==> src/include/hybrid_defines.svh <==
// constants for the full-closed hybrid deviation block
`ifndef HYBRID_DEFINES_SVH
`define HYBRID_DEFINES_SVH
`define POS_W       32
`define WIDE_W      80
`define NUM_W       16
`define EXP_W       5
`define DEN_W       16
`define THR_W       16
`define THR_SHIFT   4
`define CMD_W       16
`define SYNC_N      3
`define PIN_N       6
`define PIN_ENC_S   0
`define PIN_ENC_D   1
`define PIN_SCL_S   2
`define PIN_SCL_D   3
`define PIN_CMD_S   4
`define PIN_CMD_D   5
`define POS_RST     32'h0000_0000
`endif

==> src/include/hybrid_pkg.sv <==
// shared types for the full-closed hybrid deviation block
`include "hybrid_defines.svh"
package hybrid_pkg;
	typedef logic signed [`POS_W-1:0]  pos_t;
	typedef logic signed [`WIDE_W-1:0] wide_t;
	typedef logic [`WIDE_W-1:0]        mag_t;
endpackage : hybrid_pkg

==> src/logic/full_closed_hybrid_deviation.sv <==
// full-closed loop feedback sums, hybrid deviation and excess fault
`timescale 1ns/10ps
`default_nettype none
`include "hybrid_defines.svh"
module full_closed_hybrid_deviation #(
	parameter int NUM_W = `NUM_W,
	parameter int DEN_W = `DEN_W,
	parameter int THR_W = `THR_W,
	parameter int CMD_W = `CMD_W
) (
	// clock and reset
	input  wire logic                     mclk,
	input  wire logic                     sys_rst,
	// feedback and command pulse pins
	input  wire logic                     enc_step,
	input  wire logic                     enc_dir,
	input  wire logic                     scl_step,
	input  wire logic                     scl_dir,
	input  wire logic                     cmd_step,
	input  wire logic                     cmd_dir,
	// stored settings, sampled once after power-up
	input  wire logic [CMD_W-1:0]         command_scaling_num,
	input  wire logic [CMD_W-1:0]         command_scaling_den,
	input  wire logic                     scale_direction_invert,
	input  wire logic [NUM_W-1:0]         scale_ratio_numerator,
	input  wire logic [`EXP_W-1:0]        scale_ratio_exponent,
	input  wire logic [DEN_W-1:0]         scale_ratio_denominator,
	input  wire logic [THR_W-1:0]         hybrid_excess_threshold,
	// status
	output logic                          settings_loaded_q,
	output hybrid_pkg::pos_t              enc_sum_q,
	output hybrid_pkg::pos_t              scl_sum_q,
	output hybrid_pkg::pos_t              cmd_pos_q,
	output hybrid_pkg::wide_t             hybrid_dev_q,
	output logic                          hybrid_excess_fault_q
);
	// ----------------------------------------
	// pin synchronisers
	// ----------------------------------------
	wire  [`PIN_N-1:0] pin_w = {cmd_dir, cmd_step, scl_dir, scl_step, enc_dir, enc_step};
	logic [`PIN_N-1:0] lvl_q;
	logic [`PIN_N-1:0] lvl_prev_q;

	genvar gi;
	generate
		for (gi = 0; gi < `PIN_N; gi++) begin : g_sync
			logic [`SYNC_N-1:0] sh_q;
			always_ff @(posedge mclk or posedge sys_rst) begin
				if (sys_rst) begin
					sh_q <= '0;
					lvl_q[gi] <= 1'b0;
				end else begin
					sh_q <= {sh_q[`SYNC_N-2:0], pin_w[gi]};
					// a change counts only once stages two and three agree
					if (sh_q[1] == sh_q[2])
						lvl_q[gi] <= sh_q[2];
				end
			end
		end
	endgenerate

	always_ff @(posedge mclk or posedge sys_rst) begin
		if (sys_rst)
			lvl_prev_q <= '0;
		else
			lvl_prev_q <= lvl_q;
	end

	function automatic logic rise(input logic now, input logic prev);
		rise = now & ~prev;
	endfunction

	wire enc_ev = rise(lvl_q[`PIN_ENC_S], lvl_prev_q[`PIN_ENC_S]);
	wire scl_ev = rise(lvl_q[`PIN_SCL_S], lvl_prev_q[`PIN_SCL_S]);
	wire cmd_ev = rise(lvl_q[`PIN_CMD_S], lvl_prev_q[`PIN_CMD_S]);

	// ----------------------------------------
	// power-on settings capture
	// ----------------------------------------
	// taken once at the first edge after reset; later writes wait for power-up
	logic [CMD_W-1:0]  cnum_q;
	logic [CMD_W-1:0]  cden_q;
	logic              inv_q;
	logic [NUM_W-1:0]  num_q;
	logic [`EXP_W-1:0] exp_q;
	logic [DEN_W-1:0]  den_q;
	logic [THR_W-1:0]  thr_q;

	always_ff @(posedge mclk or posedge sys_rst) begin
		if (sys_rst) begin
			settings_loaded_q <= 1'b0;
			cnum_q <= '0;
			cden_q <= '0;
			inv_q  <= 1'b0;
			num_q  <= '0;
			exp_q  <= '0;
			den_q  <= '0;
			thr_q  <= '0;
		end else if (!settings_loaded_q) begin
			settings_loaded_q <= 1'b1;
			cnum_q <= command_scaling_num;
			cden_q <= command_scaling_den;
			inv_q  <= scale_direction_invert;
			num_q  <= scale_ratio_numerator;
			exp_q  <= scale_ratio_exponent;
			den_q  <= scale_ratio_denominator;
			thr_q  <= hybrid_excess_threshold;
		end
	end

	// ----------------------------------------
	// feedback sums
	// ----------------------------------------
	wire enc_up = lvl_q[`PIN_ENC_D];
	wire scl_up = lvl_q[`PIN_SCL_D] ^ inv_q;

	always_ff @(posedge mclk or posedge sys_rst) begin
		if (sys_rst) begin
			enc_sum_q <= `POS_RST;
			scl_sum_q <= `POS_RST;
		end else begin
			if (enc_ev)
				enc_sum_q <= enc_up ? enc_sum_q + 1'b1 : enc_sum_q - 1'b1;
			if (scl_ev)
				scl_sum_q <= scl_up ? scl_sum_q + 1'b1 : scl_sum_q - 1'b1;
		end
	end

	// ----------------------------------------
	// command scaling
	// ----------------------------------------
	logic cmd_out;
	logic cmd_out_dir;

	ratio_scaler #(
		.W (CMD_W)
	) u_cmd_scale (
		.mclk      (mclk),
		.sys_rst   (sys_rst),
		.in_pulse  (cmd_ev && settings_loaded_q),
		.in_dir    (lvl_q[`PIN_CMD_D]),
		.num       (cnum_q),
		.den       (cden_q),
		.out_pulse (cmd_out),
		.out_dir   (cmd_out_dir)
	);

	always_ff @(posedge mclk or posedge sys_rst) begin
		if (sys_rst)
			cmd_pos_q <= `POS_RST;
		else if (cmd_out)
			cmd_pos_q <= cmd_out_dir ? cmd_pos_q + 1'b1 : cmd_pos_q - 1'b1;
	end

	// ----------------------------------------
	// hybrid deviation
	// ----------------------------------------
	// both sides are multiplied by den so no divider is needed;
	// the deviation output is therefore in scale pulses times den
	wire signed [`POS_W+NUM_W:0] enc_prod = enc_sum_q * $signed({1'b0, num_q});
	wire signed [`POS_W+DEN_W:0] scl_prod = scl_sum_q * $signed({1'b0, den_q});
	wire hybrid_pkg::wide_t enc_term = hybrid_pkg::wide_t'(enc_prod) <<< exp_q;
	wire hybrid_pkg::wide_t scl_term = hybrid_pkg::wide_t'(scl_prod);
	wire hybrid_pkg::wide_t dev_d    = enc_term - scl_term;
	wire hybrid_pkg::mag_t  dev_abs  = hybrid_dev_q[`WIDE_W-1] ? -hybrid_dev_q : hybrid_dev_q;
	wire [THR_W+`THR_SHIFT-1:0] thr_pulses = {thr_q, {`THR_SHIFT{1'b0}}};
	// widened before the product so no bit of threshold times den is lost
	wire hybrid_pkg::mag_t  limit    = hybrid_pkg::mag_t'(thr_pulses) * hybrid_pkg::mag_t'(den_q);
	wire over = settings_loaded_q && (dev_abs > limit);

	always_ff @(posedge mclk or posedge sys_rst) begin
		if (sys_rst) begin
			hybrid_dev_q          <= '0;
			hybrid_excess_fault_q <= 1'b0;
		end else begin
			hybrid_dev_q <= dev_d;
			// latched: only a reset (power cycle) clears it
			if (over)
				hybrid_excess_fault_q <= 1'b1;
		end
	end
endmodule : full_closed_hybrid_deviation
`default_nettype wire

==> src/logic/ratio_scaler.sv <==
// pulse-rate scaler: out rate = in rate * num / den; den 0 bypasses, out rate = in rate
`timescale 1ns/10ps
`default_nettype none
`include "hybrid_defines.svh"
module ratio_scaler #(
	parameter int W = `CMD_W
) (
	// clock and reset
	input  wire logic         mclk,
	input  wire logic         sys_rst,
	// incoming pulse stream
	input  wire logic         in_pulse,
	input  wire logic         in_dir,
	// ratio
	input  wire logic [W-1:0] num,
	input  wire logic [W-1:0] den,
	// scaled stream
	output logic              out_pulse,
	output logic              out_dir
);
	// ----------------------------------------
	// accumulator
	// ----------------------------------------
	// pending credit drains one pulse per cycle; input rate is far below mclk
	logic [W+1:0] acc_q;
	logic [W+1:0] acc_d;
	logic         dir_q;
	wire          bypass = (den == '0);
	wire  [W+1:0] den_w  = {2'b00, den};
	wire  [W+1:0] num_w  = {2'b00, num};
	wire          drain  = !bypass && (acc_q >= den_w);
	wire  [W+1:0] after  = drain ? acc_q - den_w : acc_q;

	assign acc_d = (in_pulse && !bypass) ? after + num_w : after;

	always_ff @(posedge mclk or posedge sys_rst) begin
		if (sys_rst) begin
			acc_q     <= '0;
			dir_q     <= 1'b0;
			out_pulse <= 1'b0;
			out_dir   <= 1'b0;
		end else begin
			acc_q     <= acc_d;
			if (in_pulse)
				dir_q <= in_dir;
			out_pulse <= bypass ? in_pulse : drain;
			out_dir   <= bypass ? in_dir : dir_q;
		end
	end
endmodule : ratio_scaler
`default_nettype wire

==> config.mk <==
export PLATFORM = sky130hd
export DESIGN_NAME = full_closed_hybrid_deviation
export DESIGN_NICKNAME = d
export VERILOG_FILES = /design/src/include/hybrid_pkg.sv /design/src/logic/full_closed_hybrid_deviation.sv /design/src/logic/ratio_scaler.sv
export VERILOG_INCLUDE_DIRS = /design/src /design/src/include
export SDC_FILE = /design/constraint.sdc
export NUM_CORES = 2
export LEC_CHECK = 0
export BUFFER_PORTS_ARGS = -buffer_cell sky130_fd_sc_hd__buf_4
export CAP_MARGIN = 30
export CORE_ASPECT_RATIO = 1.2
export CORE_MARGIN = 2
export CORE_UTILIZATION = 40
export DETAILED_ROUTE_END_ITERATION = 10
export GPL_TIMING_DRIVEN = 0
export HOLD_SLACK_MARGIN = 0.05
export SLEW_MARGIN = 40
export SYNTH_ARGS = -nofsm -noshare
export SYNTH_HDL_FRONTEND = slang
export SYNTH_HIERARCHICAL = 1
export SYNTH_SLANG_ARGS = --single-unit
export TNS_END_PERCENT = 10
==> constraint.sdc <==
create_clock -name mclk -period 19.5 [get_ports mclk]
set_input_delay 3.9 -clock mclk [delete_from_list [all_inputs] [get_ports mclk]]
set_output_delay 3.9 -clock mclk [all_outputs]
set_load 0.03 [all_outputs]
# After elaboration in Yosys (flattened, before gate mapping)

Cells that the tools add are included.

Bits in registers: 314
Input port bits: 94
Output and inout bits: 178

$add $sub $neg: 10
Multipliers: 3
Magnitude comparators: 2
Equal/unequal tests: 6
Shifts and indexed selects: 1
Muxes and demuxes: 8
Bitwise logic cells: 7
Reductions and logical operators: 6

Operator list:

| kind                                                                 | number |
|---|---|
| 32-bit by 17-bit multiplier with 49-bit output                       | 2 |
| 32-bit by 1-bit adder with 32-bit output, second input constant      | 3 |
| 32-bit 2-to-1 mux                                                    | 3 |
| 32-bit by 1-bit subtractor with 32-bit output, second input constant | 3 |
| 80-bit by 36-bit > comparator with 1-bit output                      | 1 |
| 80-bit 2-to-1 mux                                                    | 1 |
| 80-bit negator                                                       | 1 |
| 49-bit by 5-bit <<< shifter with 80-bit output                       | 1 |
| 80-bit by 49-bit subtractor with 80-bit output                       | 1 |
| 18-bit 2-to-1 mux                                                    | 2 |
| 16-bit by 16-bit multiplier with 32-bit output                       | 1 |
| 18-bit by 16-bit adder with 18-bit output                            | 1 |
| 18-bit by 16-bit >= comparator with 1-bit output                     | 1 |
| 18-bit by 16-bit subtractor with 18-bit output                       | 1 |
| 16-bit zero test                                                     | 1 |
| 1-bit equality test                                                  | 6 |
| 1-bit logical AND                                                    | 4 |
| 1-bit AND                                                            | 3 |
| 1-bit inverter                                                       | 3 |
| 1-bit 2-to-1 mux                                                     | 2 |
| 1-bit zero test                                                      | 1 |
| 1-bit bitwise XOR                                                    | 1 |

# Depth between registers and ports, before layout

Depth after elaboration: 6
Depth in mapped cells: 49
Depth with buffers taken out: 45

# By module

Netlist, hierarchy kept.

By module, submodules not included:

| module                       | instances | cells an instance | area each (sq um) | sequential area each (sq um) |
|---|---|---|---|---|
| full_closed_hybrid_deviation | 1         | 7892              | 70989.3           | 7282.0 |
| ratio_scaler                 | 1         | 364               | 2768.9            | 525.5 |

# Least setup slack after synthesis

No wires, ideal clock.

Path type: reg-to-reg
From: reg enc_sum_q[31]
To: reg hybrid_dev_q[73]
Setup time: 0.140 ns
Data arrival time: 11.895 ns
Slack: 7.465 ns
Cell stages (with the launch flop): 38
Cell sequence: dfrtp_1 -> clkbuf_1 -> clkbuf_1 -> nand2_1 -> fa_1 -> fa_1 -> inv_1 -> fa_1 -> fa_1 -> inv_1 -> fa_1 -> inv_1 -> fa_1 -> ha_1 -> clkbuf_1 -> a21o_1 -> a21oi_1 -> inv_1 -> [... 2 more ...] -> o311ai_0 -> o31ai_1 -> o221ai_1 -> mux2_2 -> mux4_2 -> fa_1 -> fa_1 -> fa_1 -> fa_1 -> inv_1 -> ha_1 -> clkbuf_1 -> nand2_1 -> or4_1 -> or4_1 -> o21a_1 -> a2111oi_0 -> a311oi_1

Word-level cells in the longest chain between the ends: 3

RTL lines:

| element                                        | line                                | text |
|---|---|---|
| start, declared                                | full_closed_hybrid_deviation.sv:31  | `output hybrid_pkg::pos_t enc_sum_q,` |
| start signal, assigned                         | full_closed_hybrid_deviation.sv:119 | `` enc_sum_q <= `POS_RST; `` |
| start signal, assigned                         | full_closed_hybrid_deviation.sv:123 | `enc_sum_q <= enc_up ? enc_sum_q + 1'b1 : enc_sum_q - 1'b1;` |
| 32-bit by 17-bit multiplier with 49-bit output | full_closed_hybrid_deviation.sv:160 | `` wire signed [`POS_W+NUM_W:0] enc_prod = enc_sum_q * $signed({1'b0, num_q}); `` |
| 49-bit by 5-bit <<< shifter with 80-bit output | full_closed_hybrid_deviation.sv:162 | `wire hybrid_pkg::wide_t enc_term = hybrid_pkg::wide_t'(enc_prod) <<< exp_q;` |
| 80-bit by 49-bit subtractor with 80-bit output | full_closed_hybrid_deviation.sv:164 | `wire hybrid_pkg::wide_t dev_d = enc_term - scl_term;` |
| net dev_d[73]                                  | full_closed_hybrid_deviation.sv:164 |  |
| end signal, assigned                           | full_closed_hybrid_deviation.sv:176 | `hybrid_dev_q <= dev_d;` |
| end, declared                                  | full_closed_hybrid_deviation.sv:34  | `output hybrid_pkg::wide_t hybrid_dev_q,` |

The timed path passes the listed nets, and every way through them passes these cells.
A chain may end at the register's enable or synchronous reset.

# Final worst setup path

From: reg enc_sum_q[0]
To: reg hybrid_dev_q[79]

The elaborated chain is that of the path after synthesis.

==> impl_metrics.tcl <==
set metrics [dict create \
    status "complete, no violations" \
    synth-seq-cells 312 \
    syn_inst 8256 \
    reg2reg_from "enc_sum_q[0]$_DFFE_PP0P_" \
    io_pins 272 \
    finalNonFillerCells 11060 \
    cts.path.max_buffers 3 \
    clk_pin_slew_worst_paths_ns 0.08 \
    critPathKind "flop to flop" \
    grt_pass1_wl_microns 388500 \
    worstPathArrival_ns 15.67 \
    cp_max_fo 10 \
    setup_tns_ns 0 \
    grt_pass1_vias 64380 \
    chipHeight_microns 474.4 \
    dp_cells 10980 \
    die-area_sq_um 187900 \
    cts-buffers-inserted 44 \
    crit_start "enc_sum_q[0]$_DFFE_PP0P_" \
    ys_seq_area_share_pct 10.59 \
    post-route-period-util_pct 77.81 \
    crit_path_top_delay_cell "o31ai_1" \
    wl_microns 251700 \
    cp_common_cell "fa_1" \
    relSlewSlack_pct 32.37 \
    yosys_warnings 6 \
    fin_worst_skew_ns 0.05223 \
    cts_resized 0 \
    critPathRequiredTime_ns 19.99 \
    min_path_type "flop to flop" \
    clk_latency_ns 0.70 \
    ys_types 104 \
    cts_root_buf "clkbuf_16" \
    cts_max_level 2 \
    avgRoutedWirePerCell_microns 22.75 \
    nNetsFinal 10560 \
    core_region_area_sq_um 183100 \
    viasPerCell 5.468 \
    cts-hold-fix-buffers 0 \
    grt_max_degree 75 \
    track_usage_pct 27.10 \
    drt_pre_antenna_iters 6 \
    drive_gt1_share_pct 7.516 \
    fmax_mhz 65.91 \
    start_util_pct 40.27 \
    postCtsSetupRepairBufs 0 \
    drt_iter0_markers 4102 \
    final_hold_viol_count 0 \
    syn2layout_area_growth_pct 9.506 \
    num_rows 172 \
    endpoint "hybrid_dev_q[79]$_DFF_PP0_" \
    cts_tree "done" \
    synth_top_flop_cell "dfrtp_1" \
    period_minus_slack_ns 15.17 \
    hpwl_microns 212100 \
    setup_violations 0 \
    rsz0062_at_grt "false" \
    antenna_found_initial 13 \
    maxCapViolCount 0 \
    synth-edff-count 0 \
    ant_nets 0 \
    worstMarginPinSlew_ns 1.014 \
    r2r-end "hybrid_dev_q[79]$_DFF_PP0_" \
    async_flop_share_pct 100.0 \
    syn_area_sq_um 73760 \
    slew_viol_final 0 \
    holdWs_ns 0.3460 \
    r2r_slack_ns 4.33 \
    syn_nets 10230 \
    drcViolationCount 0 \
    worstSetupStartpointType "flop" \
    cp-end-kind "flop" \
    gr-total-overflow 0 \
    syn_area_per_cell_sq_um 8.934 \
    slowest_delay_ns 0.84 \
    rr_worst_depth 44 \
    routabilityCongestion 0.9763 \
    die_w_microns 396 \
    vias 60500 \
    cts.sinks 312 \
    nFillCells 18060 \
    place.port_buffers 271 \
]
## state kept, by name, indices dropped and copies added, names as in the netlist, 18 cells and up
name / cells
enc_sum_q: 32
u_cmd_scale/acc_q: 18
hybrid_dev_q: 80
g_sync.sh_q: 18
scl_sum_q: 32
cmd_pos_q: 32
## critical path, delay by kind of cell, from the launching register on
family	cells	cell delay [ns]
flip-flops	1	0.63
AO/OA/AOI/OAI	14	5.33
adder cells (fa/ha/maj)	12	5.21
AND/OR/NAND/NOR	5	0.69
multiplexers	3	1.19
buffers and inverters	10	1.86
## how the worst min path moves through the flow
stage                                      startpoint                           to  slack (ns)  cells past startpoint
after global placement    g_sync[3].sh_q[0]$_DFF_PP0_  g_sync[3].sh_q[1]$_DFF_PP0_        0.33                      0
after detailed placement  g_sync[3].sh_q[0]$_DFF_PP0_  g_sync[3].sh_q[1]$_DFF_PP0_        0.34                      0
after global routing      g_sync[0].sh_q[0]$_DFF_PP0_  g_sync[0].sh_q[1]$_DFF_PP0_        0.36                      0
after floorplan           g_sync[0].sh_q[0]$_DFF_PP0_  g_sync[0].sh_q[1]$_DFF_PP0_        0.33                      0
final                     g_sync[0].sh_q[0]$_DFF_PP0_  g_sync[0].sh_q[1]$_DFF_PP0_        0.35                      0
after CTS                 g_sync[0].sh_q[0]$_DFF_PP0_  g_sync[0].sh_q[1]$_DFF_PP0_        0.35                      0
## routing by layer
metal | wire length (microns) | track usage (%)
met1 | 97690 | 32.66
met2 | 122800 | 47.03
met3 | 16430 | 4.258
met4 | 14630 | 13.25
met5 | 98 | 0
## cells in the mapped netlist, types with 10 or more instances
cell,instances,area [sq um]
a211o_1,15,131.4
a211oi_1,44,330.3
a21boi_0,10,75.07
a21o_1,165,1239
a21oi_1,314,1572
a221o_1,11,110.1
a221oi_1,10,87.58
a22oi_1,11,82.58
a31o_2,12,105.1
a31oi_1,49,306.5
and2_1,610,3816
and3_1,43,269.0
and4_1,14,122.6
buf_1,17,63.81
clkbuf_1,353,1325
dfrtp_1,312,7807
fa_1,1345,26930
ha_1,532,6656
inv_1,1495,5612
mux2_2,136,1531
mux2i_1,52,520.5
mux4_2,27,608.1
nand2_1,1063,3990
nand2b_1,43,269.0
nand3_1,88,440.4
nand4_1,50,312.8
nor2_1,268,1006
nor2b_1,28,175.2
nor3_1,100,500.5
nor4_1,25,156.4
o2111ai_1,14,122.6
o211ai_1,32,240.2
o21a_1,46,345.3
o21ai_0,267,1336
o21bai_1,44,330.3
o221ai_1,14,122.6
o22ai_1,21,131.4
o31ai_1,34,255.2
o41ai_1,14,122.6
or2_2,17,106.4
or3_1,29,181.4
xnor2_1,193,1690
xor2_1,103,902.1
## stage by stage
stage / util (%) / setup WS, ns / instance area [sq um]
after floorplan: - / 7.465 / 73760
after global placement: 43.05 / 2.637 / 78840
after detailed placement: 43.24 / 4.634 / 79200
after CTS: 44.08 / 4.572 / 80720
after global routing: 44.10 / 3.844 / 80760
final: 44.10 / 4.327 / 80770
## cell type report
| cell class | instances | area [sq um] | area share [%] |
|---|---|---|---|
| multi-input combinational | 6069 | 58950 | 72.99 |
| sequential | 312 | 7807 | 9.666 |
| inverter | 1500 | 5643 | 6.986 |
| tap | 2436 | 3048 | 3.774 |
| timing repair buffer | 286 | 2308 | 2.858 |
| buffer | 375 | 1469 | 1.819 |
| clock buffer | 45 | 1115 | 1.380 |
| clock inverter | 35 | 412.9 | 0.5112 |
| antenna | 5 | 12.51 | 0.01549 |
## kinds of logic after synthesis
group | after synthesis | synth area share [%]
buffers and inverters | 1875 | 9.566
adders and majority gates | 1884 | 45.63
muxes | 215 | 3.606
xor gates and xnor gates | 297 | 3.545
AOI/OAI and AO/OA | 1238 | 10.98
DFF | 312 | 10.59
and+or+nand+nor | 2434 | 16.09
other | 1 | 0.005084
## cell usage in the layout, fill, tap and decap left out, types with 14 or more instances in the layout
| cell type | instances |
|---|---|
| a21oi_1 | 313 |
| or3_1 | 29 |
| nor3_1 | 99 |
| ha_1 | 532 |
| and4_1 | 14 |
| mux4_2 | 27 |
| inv_1 | 1486 |
| nor2b_1 | 27 |
| dfrtp_1 | 312 |
| nand3_1 | 88 |
| a21o_1 | 165 |
| mux2i_1 | 52 |
| nand4_1 | 50 |
| or2_2 | 17 |
| fa_1 | 1344 |
| a211o_1 | 15 |
| o22ai_1 | 21 |
| o21bai_1 | 44 |
| xor2_1 | 102 |
| and3_1 | 43 |
| o31ai_1 | 33 |
| clkbuf_16 | 44 |
| nand2b_1 | 43 |
| clkbuf_1 | 319 |
| a211oi_1 | 44 |
| a31oi_1 | 49 |
| o211ai_1 | 32 |
| and2_1 | 610 |
| nand2_1 | 1063 |
| o21a_1 | 46 |
| o2111ai_1 | 14 |
| o21ai_0 | 262 |
| nor2_1 | 268 |
| xnor2_1 | 193 |
| o221ai_1 | 14 |
| clkbuf_2 | 34 |
| nor4_1 | 24 |
| buf_4 | 277 |
| mux2_2 | 136 |
| buf_1 | 16 |
Power is not shown: default switching activity piles up to over one toggle a cycle in this logic, so the estimate is an artifact.
